### src/core/periph_ctl_defs.svh
// Register offsets, field positions, reset values and timing counts.
`ifndef PERIPH_CTL_DEFS_SVH
`define PERIPH_CTL_DEFS_SVH
`define OFF_PRESENT      8'h00
`define OFF_RUN_EN       8'h04
`define OFF_SLEEP_EN     8'h08
`define OFF_SW_RESET     8'h0C
`define OFF_GATING       8'h10
`define OFF_ACTIVE       8'h14
`define OFF_RST_BUSY     8'h18
`define GATING_BIT       0
`define RUN_EN_RESET     32'h0000_0000
`define SLEEP_EN_RESET   32'hFFFF_FFFF
`define ENABLE_DELAY     5
`define RESET_PULSE      4
`define RESP_OKAY        2'b00
`define RESP_SLVERR      2'b10
`endif

### src/core/periph_ctl_pkg.sv
// Types shared by the peripheral clock and reset control block.
package periph_ctl_pkg;
    typedef struct packed {
        logic [7:0]  addr;
        logic        valid;
    } addr_chan_t;
    typedef struct packed {
        logic [31:0] data;
        logic [3:0]  strb;
        logic        valid;
    } wdata_chan_t;
    typedef struct packed {
        logic [31:0] data;
        logic [1:0]  resp;
        logic        valid;
    } rdata_chan_t;
    typedef enum logic [1:0] {W_IDLE, W_RESP} wr_state_t;
endpackage

### src/core/periph_clock_reset_gating.sv
// Per-peripheral presence, reset pulse and sleep clock gating control.
//
// The placing of the registers and the AXI4-Lite slave port were chosen for this implementation.
`timescale 1ns/1ps
`default_nettype none
`include "periph_ctl_defs.svh"
module periph_clock_reset_gating #(
    parameter int                 N_PERIPH = 32,
    parameter logic [N_PERIPH-1:0] PRESENT_MASK = '1
) (
    input  wire logic                      mclk_in,
    input  wire logic                      reset_in,
    input  wire logic                      clk_en_in,
    input  wire logic                      sleep_in,
    input  wire logic [7:0]                s_axi_awaddr_in,
    input  wire logic                      s_axi_awvalid_in,
    output logic                           s_axi_awready_out,
    input  wire logic [31:0]               s_axi_wdata_in,
    input  wire logic [3:0]                s_axi_wstrb_in,
    input  wire logic                      s_axi_wvalid_in,
    output logic                           s_axi_wready_out,
    output logic [1:0]                     s_axi_bresp_out,
    output logic                           s_axi_bvalid_out,
    input  wire logic                      s_axi_bready_in,
    input  wire logic [7:0]                s_axi_araddr_in,
    input  wire logic                      s_axi_arvalid_in,
    output logic                           s_axi_arready_out,
    output logic [31:0]                    s_axi_rdata_out,
    output logic [1:0]                     s_axi_rresp_out,
    output logic                           s_axi_rvalid_out,
    input  wire logic                      s_axi_rready_in,
    input  wire logic [N_PERIPH-1:0]       periph_access_in,
    output logic [N_PERIPH-1:0]            periph_fault_out,
    output logic [N_PERIPH-1:0]            periph_clk_en_out,
    output logic [N_PERIPH-1:0]            periph_reset_out
);
    import periph_ctl_pkg::*;

    localparam int CW = $clog2(`ENABLE_DELAY + 1);
    localparam int RW = $clog2(`RESET_PULSE + 1);

    addr_chan_t              aw_r;
    wdata_chan_t             w_r;
    rdata_chan_t             rd_r;
    wr_state_t               wst_r;
    logic                    bvalid_r;
    logic [1:0]              bresp_r;
    logic [N_PERIPH-1:0]     run_en_r;
    logic [N_PERIPH-1:0]     sleep_en_r;
    logic                    gating_r;
    logic [N_PERIPH-1:0]     active_r;
    logic [N_PERIPH-1:0]     rst_busy_r;
    logic [N_PERIPH-1:0]     rst_req;
    logic                    wr_go;
    logic [31:0]             wmask;
    logic [31:0]             rd_nxt;
    logic                    rd_err_nxt;
    logic                    wr_err;
    logic [CW-1:0]           en_cnt_r [N_PERIPH];
    logic [RW-1:0]           rs_cnt_r [N_PERIPH];

    // Address and data are captured independently, so either may come first.
    // Readies drop while frozen, so no address or write-data handshake is seen that is not taken.
    assign s_axi_awready_out = clk_en_in && !aw_r.valid && wst_r == W_IDLE;
    assign s_axi_wready_out  = clk_en_in && !w_r.valid && wst_r == W_IDLE;
    assign s_axi_bvalid_out  = bvalid_r;
    assign s_axi_bresp_out   = bresp_r;
    assign s_axi_arready_out = clk_en_in && !rd_r.valid;
    assign s_axi_rvalid_out  = rd_r.valid;
    assign s_axi_rdata_out   = rd_r.data;
    assign s_axi_rresp_out   = rd_r.resp;
    assign wr_go = aw_r.valid && w_r.valid && wst_r == W_IDLE;

    // Byte strobes widened to a bit mask for the writable registers.
    always_comb begin
        for (int i = 0; i < 4; i++) begin
            wmask[i*8 +: 8] = {8{w_r.strb[i]}};
        end
    end

    assign wr_err = !(aw_r.addr == `OFF_RUN_EN || aw_r.addr == `OFF_SLEEP_EN ||
                      aw_r.addr == `OFF_SW_RESET || aw_r.addr == `OFF_GATING);
    assign rst_req = (wr_go && aw_r.addr == `OFF_SW_RESET) ?
                     (w_r.data[N_PERIPH-1:0] & wmask[N_PERIPH-1:0]) : '0;

    // Write channel: capture, commit, respond.
    always_ff @(posedge mclk_in) begin
        if (reset_in) begin
            aw_r     <= '0;
            w_r      <= '0;
            wst_r    <= W_IDLE;
            bvalid_r <= 1'b0;
            bresp_r  <= `RESP_OKAY;
        end else if (clk_en_in) begin
            if (s_axi_awvalid_in && s_axi_awready_out) begin
                aw_r <= '{addr: s_axi_awaddr_in, valid: 1'b1};
            end
            if (s_axi_wvalid_in && s_axi_wready_out) begin
                w_r <= '{data: s_axi_wdata_in, strb: s_axi_wstrb_in,
                         valid: 1'b1};
            end
            case (wst_r)
                W_IDLE: begin
                    if (wr_go) begin
                        bvalid_r <= 1'b1;
                        bresp_r  <= wr_err ? `RESP_SLVERR : `RESP_OKAY;
                        wst_r    <= W_RESP;
                    end
                end
                W_RESP: begin
                    if (s_axi_bready_in) begin
                        bvalid_r <= 1'b0;
                        aw_r     <= '0;
                        w_r      <= '0;
                        wst_r    <= W_IDLE;
                    end
                end
                default: wst_r <= W_IDLE;
            endcase
        end
    end

    // Control registers; reset writes never touch the enables.
    always_ff @(posedge mclk_in) begin
        if (reset_in) begin
            run_en_r   <= N_PERIPH'(`RUN_EN_RESET);
            sleep_en_r <= N_PERIPH'(`SLEEP_EN_RESET);
            gating_r   <= 1'b0;
        end else if (clk_en_in && wr_go) begin
            case (aw_r.addr)
                `OFF_RUN_EN: run_en_r <= (run_en_r & ~wmask[N_PERIPH-1:0]) |
                    (w_r.data[N_PERIPH-1:0] & wmask[N_PERIPH-1:0]);
                `OFF_SLEEP_EN: sleep_en_r <=
                    (sleep_en_r & ~wmask[N_PERIPH-1:0]) |
                    (w_r.data[N_PERIPH-1:0] & wmask[N_PERIPH-1:0]);
                `OFF_GATING: if (w_r.strb[0]) begin
                    gating_r <= w_r.data[`GATING_BIT];
                end
                default: ;
            endcase
        end
    end

    // Read mux; absent peripherals show zero in the presence, active and busy views, but not in the run and sleep enables.
    always_comb begin
        rd_nxt     = 32'h0000_0000;
        rd_err_nxt = 1'b0;
        case (s_axi_araddr_in)
            `OFF_PRESENT:  rd_nxt[N_PERIPH-1:0] = PRESENT_MASK;
            `OFF_RUN_EN:   rd_nxt[N_PERIPH-1:0] = run_en_r;
            `OFF_SLEEP_EN: rd_nxt[N_PERIPH-1:0] = sleep_en_r;
            `OFF_SW_RESET: rd_nxt = 32'h0000_0000;
            `OFF_GATING:   rd_nxt[`GATING_BIT] = gating_r;
            `OFF_ACTIVE:   rd_nxt[N_PERIPH-1:0] = active_r;
            `OFF_RST_BUSY: rd_nxt[N_PERIPH-1:0] = rst_busy_r;
            default:       rd_err_nxt = 1'b1;
        endcase
    end

    // Read channel answers one cycle after the address is taken.
    always_ff @(posedge mclk_in) begin
        if (reset_in) begin
            rd_r <= '0;
        end else if (clk_en_in) begin
            if (s_axi_arvalid_in && s_axi_arready_out) begin
                rd_r <= '{data: rd_nxt,
                          resp: rd_err_nxt ? `RESP_SLVERR : `RESP_OKAY,
                          valid: 1'b1};
            end else if (rd_r.valid && s_axi_rready_in) begin
                rd_r.valid <= 1'b0;
            end
        end
    end

    // Per-peripheral enable delay and reset pulse counters.
    for (genvar p = 0; p < N_PERIPH; p++) begin : g_per
        // A peripheral is active only after the enable settles for a while.
        always_ff @(posedge mclk_in) begin
            if (reset_in) begin
                en_cnt_r[p] <= '0;
                active_r[p] <= 1'b0;
            end else if (clk_en_in) begin
                if (!run_en_r[p] || !PRESENT_MASK[p]) begin
                    en_cnt_r[p] <= '0;
                    active_r[p] <= 1'b0;
                end else if (en_cnt_r[p] != CW'(`ENABLE_DELAY - 1)) begin
                    en_cnt_r[p] <= en_cnt_r[p] + 1'b1;
                end else begin
                    active_r[p] <= 1'b1;
                end
            end
        end

        // Fixed-length pulse; a new request while busy restarts it.
        always_ff @(posedge mclk_in) begin
            if (reset_in) begin
                rs_cnt_r[p]   <= '0;
                rst_busy_r[p] <= 1'b0;
            end else if (clk_en_in) begin
                if (rst_req[p] && PRESENT_MASK[p]) begin
                    rs_cnt_r[p]   <= RW'(`RESET_PULSE);
                    rst_busy_r[p] <= 1'b1;
                end else if (rs_cnt_r[p] != '0) begin
                    rs_cnt_r[p]   <= rs_cnt_r[p] - 1'b1;
                    rst_busy_r[p] <= rs_cnt_r[p] != RW'(1);
                end
            end
        end
    end

    // Outputs: gated clock never touches reset, so state is kept in sleep.
    always_ff @(posedge mclk_in) begin
        if (reset_in) begin
            periph_clk_en_out <= '0;
            periph_reset_out  <= '1;
            periph_fault_out  <= '0;
        end else if (clk_en_in) begin
            periph_clk_en_out <= active_r &
                ~({N_PERIPH{sleep_in && gating_r}} & ~sleep_en_r);
            periph_reset_out  <= rst_busy_r | ~active_r;
            periph_fault_out  <= periph_access_in & ~active_r;
        end
    end
endmodule
`default_nettype wire

### config.mk
export PLATFORM = sky130hd
export DESIGN_NAME = periph_clock_reset_gating
export DESIGN_NICKNAME = d
export VERILOG_FILES = /design/src/core/periph_ctl_pkg.sv /design/src/core/periph_clock_reset_gating.sv
export VERILOG_INCLUDE_DIRS = /design/src /design/src/core
export SDC_FILE = /design/constraint.sdc
export NUM_CORES = 1
export LEC_CHECK = 0
export BUFFER_PORTS_ARGS = -buffer_cell sky130_fd_sc_hd__buf_2
export CAP_MARGIN = 20
export CORE_MARGIN = 2
export CORE_UTILIZATION = 35
export DETAILED_ROUTE_END_ITERATION = 8
export PLACE_DENSITY = 0.61
export SLEW_MARGIN = 0
export SYNTH_ARGS = -nofsm -noshare
export SYNTH_HDL_FRONTEND = slang
export SYNTH_SLANG_ARGS = --single-unit
### constraint.sdc
create_clock -name mclk_in -period 2.85 [get_ports mclk_in]
set_clock_uncertainty 0.2 [all_clocks]
set_input_delay 0.4275 -clock mclk_in [delete_from_list [all_inputs] [get_ports mclk_in]]
set_output_delay 0.4275 -clock mclk_in [all_outputs]
set_load 0.02 [all_outputs]
==> run metrics <==
Peak supply drop=515 µV; startpoint types=register; clk_lat worst skew=0.62 ns; Port Buffers=around 230; end of the worst hold path=w_r[4]; Clk pin slew, worst setup/hold paths=about 0.060 ns; Buf/Inv on CP=2; DP HPWL=49900 µm; CTS tree=yes; measured slew at the worst slew-check pin=0.650 ns; post-route cell area=29900 µm²; min-delay src=clk_en_in; Worst Reg2Reg Path Length in Cells=6; Syn Inst Count=between 2000 and 3000; clock buffer depth=3; DP Area=27300 µm²; Top delay family on crit path=simple AND/OR/NAND/NOR gates; n_diodes=0; Reg-to-Reg End=rs_cnt_r[1][38]; R2R Path Start=aw_r[2]; drt first-iter violations=~1500; Tmin final=2.60 ns; Die Wd=approximately 270 µm; Post-synth top cells=dfxtp_1 (307), inv_1 (219), edfxtp_1 (192), nor2_1 (192), clkbuf_1 (169); Rows=98; gr usage total=0.187; share of cells above drive strength 1=0.137; worst path arrival time=around 2.7 ns; Pre-antenna DRT Iters=6; Layout area overhead=19.1%; Max Cap Viol=0; drt drc=0; Vias/cell=between 5 and 6; synth warn=0; Final Hold Viols=0; most numerous cell in the Yosys netlist=dfxtp_1; Final ANT Viol Nets=0; fmax=slightly below 400 MHz; Main synth FF type=dfxtp_1; Final WS setup=0.253 ns; vias=between 20000 and 25000; CP cell instances=or4_4, nor4_4, buf_4, and2_0, buf_4, a311o_1; WL final=a little over 70000 µm; Crit path required time=2.96 ns; Routability Congestion=about 0.81; Clk Tree Root Cell=clkbuf_16; ranking of synthesized cells by area=dfxtp_1 (24%), edfxtp_1 (23%), ha_1 (8.0%); Setup-failing EPs final=0; clk sinks=roughly 500; DR WL/cell=19.0 µm; R2R Setup Slk=between 0.2 and 0.3 ns; Final Util=0.420; crit path max fanout=13; Async SR Flop Fraction=0; cell accounting for the most synthesized area=dfxtp_1; vias in the first global route=slightly below 20000; CP max-delay cell=or4_4; global-route wire length before repair=approximately 110000 µm; Seq cells post-synth=between 400 and 500; Setup CP Type=register to register; largest net degree at the start of global routing=between 100 and 150; CTS buffer count=55; Worst Hold Class=input port to register; gr ovfl total=0; CP peak stage delay=0.56 ns; crit share post-route=0.911; core area=between 70000 and 80000 µm²; starting density of the core=0.353; I/O pin count=230; Top cell by count, worst path=buf_4; EDFF count, synth=roughly 190; Fill cells=just under 7000; fin nets=between 3000 and 4000; Final Max Slew Viols=0; Hold Slack=approximately 0.07 ns; critical path endpoint category=register; power density over cell area=~580 nW/µm²; Mean Syn Cell Area=~9.8 µm²; Post-Syn Area=between 20000 and 30000 µm²; worst hold stages=2; CTS H-tree depth=2; register area share after synthesis=0.474; RSZ-0062 raised after global routing=false; PostCTS Resize Cnt=0; die footprint=around 74000 µm²; Slew headroom=0.563; status=finished, final reports clean; Distinct cells, synth=54; TNS Setup=0 ns; initial antenna violation count=3; Synth top area share=0.244; Setup WS pre-CTS=between 0.2 and 0.3 ns; Leak=11.4 nW; height of the die=272 µm
==> placed cells by master, fill, tap and decap left out, types with 32 or more instances in the layout <==
| cell type | Yosys | routed |
|---|---|---|
| nor2_1 | 192 | 190 |
| o21ai_0 | 64 | 64 |
| nand2_1 | 106 | 106 |
| buf_4 | 3 | 39 |
| nor3b_1 | 47 | 47 |
| a31oi_1 | 32 | 32 |
| inv_1 | 219 | 219 |
| ha_1 | 160 | 160 |
| nand2b_1 | 146 | 145 |
| a21o_1 | 32 | 32 |
| dfxtp_1 | 307 | 307 |
| nand3_1 | 83 | 83 |
| edfxtp_1 | 192 | 192 |
| nor2b_1 | 105 | 104 |
| buf_2 | 12 | 225 |
| a21oi_1 | 94 | 94 |
| o211ai_1 | 33 | 33 |
| dlygate4sd3_1 | 0 | 82 |
| clkbuf_16 | 0 | 58 |
| a311oi_1 | 43 | 43 |
| a311o_1 | 32 | 32 |
| nor3_1 | 64 | 64 |
| mux2i_1 | 69 | 69 |
| nand3b_1 | 64 | 64 |
| a211o_1 | 32 | 32 |
| a2111oi_0 | 40 | 40 |
==> routing by layer <==
metal  global-route usage  share of wire  vias to the layer above
li1                     -              -                     9679
met1                0.239           0.43                    10000
met2                0.324           0.49                      625
met3               0.0287          0.063                      105
met4               0.0613          0.025                        2
met5                    0        0.00015                        -
==> report_power, final <==
part,internal [mW],switching (mW)
Sequential,7.85,0.391
Combinational,0.824,1.19
Clock,4.20,3.04
Total,12.9,4.62
==> cell families (layout without fill, tap and decap cells) <==
group           count (synthesis)  count (layout)  synth area share
flops                         499             499             0.474
buf+inv                       413             684            0.0635
fa+ha+maj                     160             160            0.0796
simple gates                  916             916             0.206
other cells                     1               2          0.000149
xor+xnor                        1               1          0.000348
mux                            69              69            0.0275
compound gates                506             506             0.149
==> layout make-up <==
type	count	area (µm²)	share of cell area
Sequential cell	499	11900	0.398
Multi-Input combinational cell	1654	11700	0.390
Timing Repair Buffer	361	2530	0.0845
Clock buffer	74	1550	0.0518
Tap cell	950	1190	0.0397
Inverter	219	822	0.0274
Clock inverter	30	273	0.00911
==> worst reg2reg max path, delay by kind of cell (launching register included) <==
kind            cells  cell delay (ns)
buf+inv             2             0.47
compound gates      1             0.29
simple gates        3             1.02
flops               1             0.31
==> stage by stage <==
step                      total power, mW  std cells
final                                17.5       3787
after global routing                 18.2       3787
after CTS                            17.6       3787
after detailed placement             10.3       3601
after global placement               10.2       3601
after floorplan                      9.60       2566
==> how the worst max path moves through the flow <==
| stage | cells after the start | slack (ns) | from | to |
|---|---|---|---|---|
| 2_1_floorplan | 8 | 0.32 | aw_r[2] | rs_cnt_r[1][24] |
| 5_1_grt | 6 | 0.15 | aw_r[2] | rs_cnt_r[1][44] |
| 3_3_place_gp | 6 | 0.34 | aw_r[2] | rs_cnt_r[1][40] |
| 6_report | 6 | 0.25 | aw_r[2] | rs_cnt_r[1][38] |
| 4_1_cts | 6 | 0.25 | aw_r[2] | rs_cnt_r[1][36] |
| 3_5_place_dp | 6 | 0.29 | aw_r[2] | rs_cnt_r[1][36] |
==> repair_timing <==
action	4_1_cts	5_1_grt
hold endpoints to repair	84	0
buffers inserted	0	0
hold buffers	82	0
Power figures use the tool's default switching activity.
